File: src/rtl/adas_pkg.sv
// constants and types for the aperture delay adjust and calibration status block
// Notes on behaviour
// RQ1: done flag reads 1 only while timing calibration is enabled and has finished.
// RQ2: status field returns the 17-bit calibrated delay word, valid only when done.
// RQ3: delay word bit 16 is inversion, bits 15:8 coarse, bits 7:0 fine.
// RQ4: manual inversion bit set inverts the sampling clock.
// RQ5: with calibration disabled, manual coarse field drives the applied coarse delay.
// RQ6: with calibration disabled, manual fine field drives the applied fine delay.
// RQ7: fine delay accepts any new value at any time, applied without deferral.
// RQ8: host keeps inversion bit fixed while converter calibration or link is enabled.
// RQ9: host moves coarse by at most four codes per update while those run.
// RQ10: host should step coarse one code per write while those run.
// RQ11: host meets coarse limit by small writes or by the coarse ramp.
// RQ12: rising calibration enable starts calibration; manual register ignored while enabled.
// RQ13: with ramp on, applied coarse moves one code per 384 cycles at slow rate.
// RQ14: done reads 0 while enable is low and clears when a new sequence starts.
package adas_pkg;
	// serial port frame: read flag, 15-bit address, 8-bit data
	localparam int ADDR_W = 15;
	localparam int BYTE_W = 8;
	localparam logic [4:0] HEADER_BITS = 5'h10;
	localparam logic [4:0] FRAME_BITS = 5'h18;
	localparam int SYNC_STAGES = 3;

	// register byte addresses, low byte at the printed offset
	localparam logic [14:0] STATUS_OFS = 15'h02b2;
	localparam logic [14:0] MANUAL_OFS = 15'h02b5;

	// field layout of the delay word and the status register
	localparam int WORD_W = 17;
	localparam int INV_POS = 16;
	localparam int COARSE_LSB = 8;
	localparam int FINE_LSB = 0;
	localparam int DONE_POS = 17;

	// reset values
	localparam logic [16:0] WORD_RESET = 17'h00000;
	localparam logic [7:0] FIELD_RESET = 8'h00;
	localparam logic DONE_RESET = 1'b0;

	// coarse ramp timing
	localparam int RAMP_INTERVAL_CYC = 384;
	localparam logic [7:0] RAMP_SLOW_STEP = 8'h01;
	localparam logic [7:0] RAMP_FAST_STEP = 8'h04;

	typedef enum logic [1:0] {PH_IDLE, PH_HEAD, PH_DATA, PH_WAIT} adas_phase_type;
endpackage

File: src/rtl/adas_coarse_ramp.sv
// coarse delay ramp that walks the applied coarse code toward its target
`timescale 1ns/100ps
module adas_coarse_ramp #(
	parameter int INTERVAL = adas_pkg::RAMP_INTERVAL_CYC
) (
	input wire logic clk_sys,
	input wire logic rst,
	input wire logic [7:0] target,
	input wire logic ramp_enable,
	input wire logic fast_rate,
	output logic [7:0] applied
);
	localparam logic [8:0] CNT_LAST = 9'(INTERVAL - 1);

	logic [8:0] tick_cnt;
	logic [8:0] next_tick_cnt;
	logic [7:0] next_applied;

	// refuse intervals the 9-bit counter cannot hold
	if (INTERVAL < 2 || INTERVAL > 512)
	begin : g_bad_interval
		$error("ramp interval out of range");
	end

	// one move toward the target, never past it
	function automatic logic [7:0] step_toward(input logic [7:0] cur, input logic [7:0] tgt,
		input logic [7:0] step);
		logic [7:0] r;
		r = tgt;
		if (cur < tgt && (tgt - cur) > step)
		begin
			r = cur + step;
		end
		else if (cur > tgt && (cur - tgt) > step)
		begin
			r = cur - step;
		end
		return r;
	endfunction

	// interval counter and applied code
	always_comb
	begin
		next_tick_cnt = 9'h000;
		next_applied = target; // ramp off: follow the written code at once
		if (ramp_enable)
		begin
			next_applied = applied;
			if (tick_cnt == CNT_LAST)
			begin
				next_applied = step_toward(applied, target,
					fast_rate ? adas_pkg::RAMP_FAST_STEP : adas_pkg::RAMP_SLOW_STEP); // see RQ13
			end
			else
			begin
				next_tick_cnt = tick_cnt + 9'h001;
			end
		end
	end

	// register the ramp state
	always_ff @(posedge clk_sys or posedge rst)
	begin
		if (rst)
		begin
			tick_cnt <= 9'h000;
			applied <= adas_pkg::FIELD_RESET;
		end
		else
		begin
			tick_cnt <= next_tick_cnt;
			applied <= next_applied;
		end
	end

	// checks on the ramp pacing
	chk_ramp_hold_between: assert property (@(posedge clk_sys) disable iff (rst) // see RQ13
		ramp_enable && tick_cnt != CNT_LAST |=> applied == $past(applied))
		else $error("coarse moved between ramp ticks");
	chk_ramp_slow_step: assert property (@(posedge clk_sys) disable iff (rst) // see RQ13
		ramp_enable && !fast_rate && tick_cnt == CNT_LAST && applied < target
		|=> applied == 8'($past(applied) + 8'h01))
		else $error("slow ramp did not step by one code");
	chk_ramp_fast_down: assert property (@(posedge clk_sys) disable iff (rst) // see RQ13
		ramp_enable && fast_rate && tick_cnt == CNT_LAST && applied > target
		&& 8'(applied - target) > adas_pkg::RAMP_FAST_STEP
		|=> applied == 8'($past(applied) - adas_pkg::RAMP_FAST_STEP))
		else $error("fast ramp did not step down by four codes");
	cov_ramp_reached: cover property (@(posedge clk_sys) disable iff (rst)
		ramp_enable && $changed(applied) && applied == target);
endmodule

File: src/rtl/adas_top.sv
// aperture delay adjust registers, calibration status and serial register port
`timescale 1ns/100ps
module adas_top (
	input wire logic CLK_SYS,
	input wire logic RST,
	input wire logic SCLK,
	input wire logic SCS_N,
	input wire logic SDI,
	output logic SDO,
	input wire logic TIMING_CAL_ENABLE,
	input wire logic TIMING_CAL_FINISHED,
	input wire logic [16:0] TIMING_CAL_WORD,
	input wire logic COARSE_RAMP_ENABLE,
	input wire logic COARSE_RAMP_FAST,
	output logic TIMING_CAL_START,
	output logic SAMPLE_CLOCK_INVERT,
	output logic [7:0] COARSE_DELAY,
	output logic [7:0] FINE_DELAY
);
	logic [2:0] sync_sclk, sync_cs_n, sync_sdi;
	logic [2:0] next_sync_sclk, next_sync_cs_n, next_sync_sdi;
	logic sclk_f, cs_n_f, sdi_f, sclk_q;
	logic next_sclk_f, next_cs_n_f, next_sdi_f;
	adas_pkg::adas_phase_type phase, next_phase;
	logic [4:0] bit_cnt, next_bit_cnt;
	logic [23:0] shift_in, next_shift_in;
	logic [7:0] sdo_shift, next_sdo_shift;
	logic next_sdo;
	logic man_invert, next_man_invert;
	logic [7:0] man_coarse, next_man_coarse;
	logic [7:0] man_fine, next_man_fine;
	logic wr_fine;
	logic [7:0] wr_byte;
	logic en_prev, cal_done, next_cal_done;
	logic [16:0] cal_word, next_cal_word;
	logic cal_rise;
	logic [7:0] ramp_coarse;
	logic sclk_rise, sclk_fall;

	// readback of one register byte, unmapped bytes and reserved bits read zero
	function automatic logic [7:0] read_byte(input logic [14:0] addr, input logic [16:0] word,
		input logic done, input logic inv, input logic [7:0] crs, input logic [7:0] fin);
		logic [7:0] r;
		r = 8'h00;
		case (addr)
			adas_pkg::STATUS_OFS: r = word[adas_pkg::FINE_LSB +: 8]; // see RQ3
			adas_pkg::STATUS_OFS + 15'h0001: r = word[adas_pkg::COARSE_LSB +: 8]; // see RQ3
			adas_pkg::STATUS_OFS + 15'h0002: r = {6'h00, done, word[adas_pkg::INV_POS]}; // see RQ2
			adas_pkg::MANUAL_OFS: r = fin;
			adas_pkg::MANUAL_OFS + 15'h0001: r = crs;
			adas_pkg::MANUAL_OFS + 15'h0002: r = {7'h00, inv};
			default: r = 8'h00;
		endcase
		return r;
	endfunction

	// pin synchronisers: a level counts once stages two and three agree
	always_comb
	begin
		next_sync_sclk = {sync_sclk[1:0], SCLK};
		next_sync_cs_n = {sync_cs_n[1:0], SCS_N};
		next_sync_sdi = {sync_sdi[1:0], SDI};
		next_sclk_f = (sync_sclk[1] == sync_sclk[2]) ? sync_sclk[2] : sclk_f;
		next_cs_n_f = (sync_cs_n[1] == sync_cs_n[2]) ? sync_cs_n[2] : cs_n_f;
		next_sdi_f = (sync_sdi[1] == sync_sdi[2]) ? sync_sdi[2] : sdi_f;
	end

	always_ff @(posedge CLK_SYS or posedge RST)
	begin
		if (RST)
		begin
			sync_sclk <= 3'h0;
			sync_cs_n <= 3'h7;
			sync_sdi <= 3'h0;
			sclk_f <= 1'b0;
			cs_n_f <= 1'b1;
			sdi_f <= 1'b0;
			sclk_q <= 1'b0;
		end
		else
		begin
			sync_sclk <= next_sync_sclk;
			sync_cs_n <= next_sync_cs_n;
			sync_sdi <= next_sync_sdi;
			sclk_f <= next_sclk_f;
			cs_n_f <= next_cs_n_f;
			sdi_f <= next_sdi_f;
			sclk_q <= sclk_f;
		end
	end

	assign sclk_rise = sclk_f & ~sclk_q;
	assign sclk_fall = ~sclk_f & sclk_q;

	// serial frame: shift in on rising sclk, shift out on falling, write at last bit
	always_comb
	begin
		next_phase = phase;
		next_bit_cnt = bit_cnt;
		next_shift_in = shift_in;
		next_sdo_shift = sdo_shift;
		next_sdo = SDO;
		next_man_invert = man_invert;
		next_man_coarse = man_coarse;
		next_man_fine = man_fine;
		wr_fine = 1'b0;
		wr_byte = 8'h00;
		case (phase)
			adas_pkg::PH_IDLE:
			begin
				next_bit_cnt = 5'h00;
				next_sdo = 1'b0;
				if (!cs_n_f)
				begin
					next_phase = adas_pkg::PH_HEAD;
				end
			end
			adas_pkg::PH_HEAD, adas_pkg::PH_DATA:
			begin
				if (sclk_fall && phase == adas_pkg::PH_DATA)
				begin
					next_sdo = sdo_shift[7];
					next_sdo_shift = {sdo_shift[6:0], 1'b0};
				end
				if (sclk_rise)
				begin
					next_shift_in = {shift_in[22:0], sdi_f};
					next_bit_cnt = bit_cnt + 5'h01;
					if (next_bit_cnt == adas_pkg::HEADER_BITS)
					begin
						next_phase = adas_pkg::PH_DATA;
						next_sdo_shift = read_byte(next_shift_in[14:0], cal_word, cal_done,
							man_invert, man_coarse, man_fine);
					end
					if (next_bit_cnt == adas_pkg::FRAME_BITS)
					begin
						next_phase = adas_pkg::PH_WAIT;
						wr_byte = next_shift_in[7:0];
						if (!next_shift_in[23])
						begin
							case (next_shift_in[22:8])
								adas_pkg::MANUAL_OFS:
								begin
									next_man_fine = wr_byte; // see RQ7
									wr_fine = 1'b1;
								end
								adas_pkg::MANUAL_OFS + 15'h0001: next_man_coarse = wr_byte;
								adas_pkg::MANUAL_OFS + 15'h0002: next_man_invert = wr_byte[0];
								default: next_man_fine = man_fine; // status is read only
							endcase
						end
					end
				end
			end
			adas_pkg::PH_WAIT: next_sdo = 1'b0;
			default: next_phase = adas_pkg::PH_IDLE;
		endcase
		if (cs_n_f)
		begin
			next_phase = adas_pkg::PH_IDLE; // deselect aborts any frame
			next_sdo = 1'b0;
		end
	end

	always_ff @(posedge CLK_SYS or posedge RST)
	begin
		if (RST)
		begin
			phase <= adas_pkg::PH_IDLE;
			bit_cnt <= 5'h00;
			shift_in <= 24'h000000;
			sdo_shift <= 8'h00;
			SDO <= 1'b0;
			man_invert <= 1'b0;
			man_coarse <= adas_pkg::FIELD_RESET;
			man_fine <= adas_pkg::FIELD_RESET;
		end
		else
		begin
			phase <= next_phase;
			bit_cnt <= next_bit_cnt;
			shift_in <= next_shift_in;
			sdo_shift <= next_sdo_shift;
			SDO <= next_sdo;
			man_invert <= next_man_invert;
			man_coarse <= next_man_coarse;
			man_fine <= next_man_fine;
		end
	end

	// coarse ramp on the manual coarse code
	adas_coarse_ramp #(
		.INTERVAL(adas_pkg::RAMP_INTERVAL_CYC)
	) u_ramp (
		.clk_sys(CLK_SYS),
		.rst(RST),
		.target(man_coarse),
		.ramp_enable(COARSE_RAMP_ENABLE),
		.fast_rate(COARSE_RAMP_FAST),
		.applied(ramp_coarse) // see RQ5
	);

	// calibration start, done flag and captured word
	assign cal_rise = TIMING_CAL_ENABLE & ~en_prev; // see RQ12
	always_comb
	begin
		next_cal_done = TIMING_CAL_ENABLE & (TIMING_CAL_FINISHED | (cal_done & ~cal_rise)); // see RQ1
		next_cal_word = TIMING_CAL_FINISHED && TIMING_CAL_ENABLE ? TIMING_CAL_WORD : cal_word; // see RQ2
	end

	// applied delay: calibrated word while enabled, manual fields otherwise
	always_ff @(posedge CLK_SYS or posedge RST)
	begin
		if (RST)
		begin
			en_prev <= 1'b0;
			cal_done <= adas_pkg::DONE_RESET;
			cal_word <= adas_pkg::WORD_RESET;
			TIMING_CAL_START <= 1'b0;
			SAMPLE_CLOCK_INVERT <= 1'b0;
			COARSE_DELAY <= adas_pkg::FIELD_RESET;
			FINE_DELAY <= adas_pkg::FIELD_RESET;
		end
		else
		begin
			en_prev <= TIMING_CAL_ENABLE;
			cal_done <= next_cal_done; // see RQ14
			cal_word <= next_cal_word;
			TIMING_CAL_START <= cal_rise; // see RQ12
			SAMPLE_CLOCK_INVERT <= TIMING_CAL_ENABLE ? cal_word[adas_pkg::INV_POS] : man_invert; // see RQ4
			COARSE_DELAY <= TIMING_CAL_ENABLE ? cal_word[adas_pkg::COARSE_LSB +: 8] : ramp_coarse; // see RQ5
			FINE_DELAY <= TIMING_CAL_ENABLE ? cal_word[adas_pkg::FINE_LSB +: 8] : man_fine; // see RQ6
		end
	end

	// checks on status and applied delay
	chk_done_on_finish: assert property (@(posedge CLK_SYS) disable iff (RST) // see RQ1
		TIMING_CAL_ENABLE && TIMING_CAL_FINISHED |=> cal_done)
		else $error("done flag not set after finish");
	chk_word_capture: assert property (@(posedge CLK_SYS) disable iff (RST) // see RQ2
		TIMING_CAL_ENABLE && TIMING_CAL_FINISHED |=> cal_word == $past(TIMING_CAL_WORD))
		else $error("calibrated word not captured");
	chk_cal_fields_applied: assert property (@(posedge CLK_SYS) disable iff (RST) // see RQ3
		TIMING_CAL_ENABLE |=> SAMPLE_CLOCK_INVERT == $past(cal_word[16])
		&& COARSE_DELAY == $past(cal_word[15:8]) && FINE_DELAY == $past(cal_word[7:0]))
		else $error("calibrated fields misplaced");
	chk_manual_invert: assert property (@(posedge CLK_SYS) disable iff (RST) // see RQ4
		!TIMING_CAL_ENABLE |=> SAMPLE_CLOCK_INVERT == $past(man_invert))
		else $error("manual inversion not applied");
	chk_manual_coarse: assert property (@(posedge CLK_SYS) disable iff (RST) // see RQ5
		!TIMING_CAL_ENABLE && !COARSE_RAMP_ENABLE && $past(COARSE_RAMP_ENABLE) == 1'b0
		|=> COARSE_DELAY == $past(man_coarse, 2))
		else $error("manual coarse not applied");
	chk_manual_fine: assert property (@(posedge CLK_SYS) disable iff (RST) // see RQ6
		!TIMING_CAL_ENABLE |=> FINE_DELAY == $past(man_fine))
		else $error("manual fine not applied");
	chk_fine_no_defer: assert property (@(posedge CLK_SYS) disable iff (RST) // see RQ7
		wr_fine && !TIMING_CAL_ENABLE ##1 !TIMING_CAL_ENABLE |=> FINE_DELAY == $past(wr_byte, 2))
		else $error("fine write deferred");
	chk_start_pulse: assert property (@(posedge CLK_SYS) disable iff (RST) // see RQ12
		$rose(TIMING_CAL_ENABLE) |=> TIMING_CAL_START ##1 !TIMING_CAL_START)
		else $error("start pulse wrong");
	chk_done_low_off: assert property (@(posedge CLK_SYS) disable iff (RST) // see RQ14
		!TIMING_CAL_ENABLE |=> !cal_done)
		else $error("done set while disabled");
	chk_done_clear_start: assert property (@(posedge CLK_SYS) disable iff (RST) // see RQ14
		$rose(TIMING_CAL_ENABLE) && !TIMING_CAL_FINISHED |=> !cal_done)
		else $error("done not cleared at start");
	cov_cal_done: cover property (@(posedge CLK_SYS) disable iff (RST) $rose(cal_done));
	cov_status_read: cover property (@(posedge CLK_SYS) disable iff (RST)
		phase == adas_pkg::PH_DATA && shift_in[15] && shift_in[14:0] == adas_pkg::STATUS_OFS);
	cov_fine_write: cover property (@(posedge CLK_SYS) disable iff (RST) wr_fine);
endmodule

File: config.mk
export PLATFORM = sky130hd
export DESIGN_NAME = adas_top
export DESIGN_NICKNAME = d
export VERILOG_FILES = /design/src/rtl/adas_pkg.sv /design/src/rtl/adas_coarse_ramp.sv /design/src/rtl/adas_top.sv
export SDC_FILE = /design/constraint.sdc
export NUM_CORES = 1
export LEC_CHECK = 0
export BUFFER_PORTS_ARGS = -buffer_cell sky130_fd_sc_hd__buf_2
export CAP_MARGIN = 0
export CORE_MARGIN = 4
export CORE_UTILIZATION = 59
export CTS_CLUSTER_SIZE = 14
export DETAILED_ROUTE_END_ITERATION = 16
export PLACE_DENSITY = 0.78
export SLEW_MARGIN = 25
export SYNTH_ARGS = -nofsm -noshare
export SYNTH_HDL_FRONTEND = slang
export SYNTH_HIERARCHICAL = 1
export SYNTH_SLANG_ARGS = --single-unit
File: constraint.sdc
create_clock -name CLK_SYS -period 10.55 [get_ports CLK_SYS]
set_input_delay 3.165 -clock CLK_SYS [delete_from_list [all_inputs] [get_ports CLK_SYS]]
set_output_delay 3.165 -clock CLK_SYS [all_outputs]
set_load 0.05 [all_outputs]
==> impl_metrics.json <==
{
  "status": "finished clean",
  "synth_fp_nets": 678,
  "grt_usage": 0.250,
  "grt_max_degree": 67,
  "cts.repair.resized": 0,
  "start_util": 0.615,
  "overflow": 0,
  "worstPathMaxFanout": 13,
  "crit_path_max_incr_delay_ns": 0.84,
  "critPathLaunchType": "input port",
  "cts_made_buffers": 17,
  "gp_congestion": 0.950,
  "async_flop_share": 1.00,
  "max_slew_margin": 0.309,
  "postRouteAntennaNets": 0,
  "area.growth.synth_to_final_pct": 13.2,
  "dieArea_um2": 12600,
  "fin_nets": 720,
  "cpLargestDelayFamily": "compound AO/OA/AOI/OAI gates",
  "antenna_found_initial": 0,
  "layout_common_cells": "119 x dfrtp_1, 101 x nand2_1, 59 x mux2_2",
  "routedWlPerCell_um": 18.8,
  "synth_top_family_by_area": "simple AND/OR/NAND/NOR gates",
  "fp-row-count": 37,
  "finalInstanceArea_um2": 7290,
  "period_minus_slack_ns": 5.21,
  "cp_data_arrival_time_ns": 5.61,
  "dpl.hpwl_um": 10400,
  "syn-cell-area_um2": 6430,
  "h-tree-depth": 4,
  "leakage_nw": 3.46,
  "layout_commonest_cell": "dfrtp_1",
  "worst_slew_pin_slew_ns": 1.03,
  "crit_path_top_delay_cell": "a211oi_2",
  "clock_sinks": 123,
  "postSynthAreaPerCell_um2": 10.4,
  "cts_buffer_depth": 2,
  "setup_viol": 0,
  "grt_pass1_vias": 5044,
  "synth_compound_area_frac": 0.107,
  "ys_types": 65,
  "r2r_slack_ns": 6.87,
  "numPortBuffers": 44,
  "path_depth": 11,
  "post-route-drc-count": 0,
  "synth_mux_area_frac": 0.122,
  "worstSetupEndpointType": "flop",
  "clk_pin_slew_ns": 0.07,
  "layout_worst_path_cycle_share": 0.494,
  "yosys.area_share.simple": 0.169,
  "totalWireLength_um": 15300,
  "synth_edf_count": 0,
  "startpoint": "COARSE_RAMP_FAST",
  "synth_ff_type": "dfrtp_1",
  "synthCells": 621,
  "die_h_um": 112,
  "synth_area_leaders": "dfrtp_1 46%, mux2_2 10%, nand2_1 5.9%",
  "rsz0062_at_grt": "no",
  "cp_data_required_time_ns": 10.95,
  "clk_latency_ns": 0.52,
  "n_antenna_cell": 0,
  "hold_viol": 0,
  "drtIter0Drc": 425,
  "path_class": "in -> reg",
  "num_vias": 4923,
  "yosys.area.top_type": "dfrtp_1",
  "yosysWarnings": 6,
  "synth-seq-area-share": 0.479,
  "hp-class": "reg -> reg",
  "power_density_nw_per_um2": 180,
  "drive_gt1_frac": 0.231,
  "core_area_um2": 10500,
  "fin_tns_setup_ns": 0,
  "rr_endpoint": "u_ramp/applied[0]",
  "r2r-start": "u_ramp/applied[0]",
  "total_power_mw": 1.31,
  "clock.fmax_mhz": 192,
  "drt-pass1-iter-count": 5,
  "cts_tree": "done",
  "via_per_inst": 6.06,
  "pin_count": 45,
  "ys_ff_latch": 123,
  "crit_chain": "buf_2 -> inv_1 -> ha_1 -> nand2_1 -> a21oi_1 -> o22ai_1 -> nor4_2 -> a211oi_2 -> o21ai_1 -> mux2i_1 -> mux2_2",
  "skew_ns": 0.0165,
  "synth_xor_xnor_area_share": 0.0231,
  "n_fill_cell": 750,
  "r2r_cells": 14,
  "die_w_um": 112,
  "crit_buf_inv": 2,
  "place_area_um2": 6720,
  "finalMaxSlewViolations": 0,
  "synth_top_area_share": 0.463,
  "cap_violations": 0,
  "cts-root-buf": "clkbuf_8",
  "ir_drop_v": 0.000152,
  "crit_path_end": "u_ramp/applied[0]",
  "hold_buffers": 0,
  "cts_setup_buffers": 0,
  "synthAdderAreaFrac": 0.0673,
  "grt_pass1_wl_um": 25300
}
final cells by class:
cell class	count	area (um^2)	area share
Multi-Input combinational cell	449	3140	0.431
Sequential cell	123	3080	0.423
Inverter	27	104	0.0143
Tap cell	136	170	0.0234
Timing Repair Buffer	45	228	0.0313
Clock inverter	15	148	0.0203
Clock buffer	17	414	0.0568
registers in the layout, summed over array words and instances (netlist names):
register             count
man_coarse               8
FINE_DELAY               8
bit_cnt                  5
sclk_f                   1
shift_in                23
sclk_q                   1
man_fine                 8
cal_done                 1
SAMPLE_CLOCK_INVERT      1
sync_sdi                 3
man_invert               1
u_ramp/applied           8
sync_cs_n                3
sync_sclk                3
COARSE_DELAY             8
cal_word                17
u_ramp/tick_cnt          9
en_prev                  1
phase                    2
cs_n_f                   1
SDO                      1
TIMING_CAL_START         1
sdo_shift                8
sdi_f                    1
worst min-delay path by stage:
stage                 startpoint            to  slack [ns]  cells past startpoint
finish               sync_sdi[0]   sync_sdi[1]        0.35                      0
detailed placement   sync_sdi[0]   sync_sdi[1]        0.34                      0
CTS                  sync_sdi[0]   sync_sdi[1]        0.35                      0
global route         sync_sdi[0]   sync_sdi[1]        0.36                      0
floorplan           sync_sclk[0]  sync_sclk[1]        0.33                      0
global placement     sync_sdi[0]   sync_sdi[1]        0.33                      0
logic make-up after synthesis:
kind of cell	Yosys count
AOI/OAI and AO/OA	102
adders and majority gates	34
and+or+nand+nor	225
DFF	123
xor gates and xnor gates	17
buffers and inverters	49
muxes	71
metrics by stage:
stage / instances / hold WS [ns] / worst slack [ns] / utilization
finish: 812 / 0.350 / 5.34 / 0.696
CTS: 812 / 0.352 / 5.50 / 0.696
global route: 812 / 0.362 / 5.26 / 0.696
global placement: 780 / 0.334 / 5.07 / 0.643
detailed placement: 780 / 0.336 / 4.95 / 0.643
floorplan: 621 / 0.331 / 4.60 / -
cell usage after synthesis, types with 3 or more instances:
cell and number:
a211oi_1 14, a21o_1 3, a21oi_1 24, a221oi_1 3, a22oi_1 7, and2_1 6, buf_2 3, buf_4 3
clkbuf_1 13, dfrtp_1 119, dfstp_2 4, ha_1 29, inv_1 26, maj3_1 3, mux2_2 59, mux2i_1 12
nand2_1 101, nand2b_1 7, nand3_1 11, nand3b_1 4, nand4_1 6, nor2_1 51, nor2b_1 9, nor3_1 6
nor3b_1 4, nor4bb_1 3, o21ai_0 16, o21ai_1 5, o22ai_1 8, xnor2_1 8, xor2_1 9
layer usage:
metal / global-route usage / part of all wire / vias up / routed length [um]
met5: 0 / 0 / - / 0
met1: 0.320 / 0.42 / 2401 / 6420
met4: 0.0833 / 0.024 / 0 / 360
met2: 0.417 / 0.50 / 212 / 7600
met3: 0.0652 / 0.059 / 52 / 903
li1: - / - / 2258 / -
power breakdown:
part           internal, mW  total (mW)  switching (mW)
combinational        0.0785       0.208           0.130
clock                 0.302       0.547           0.245
sequential            0.510       0.558          0.0477
(Power assumes the default switching activity.)
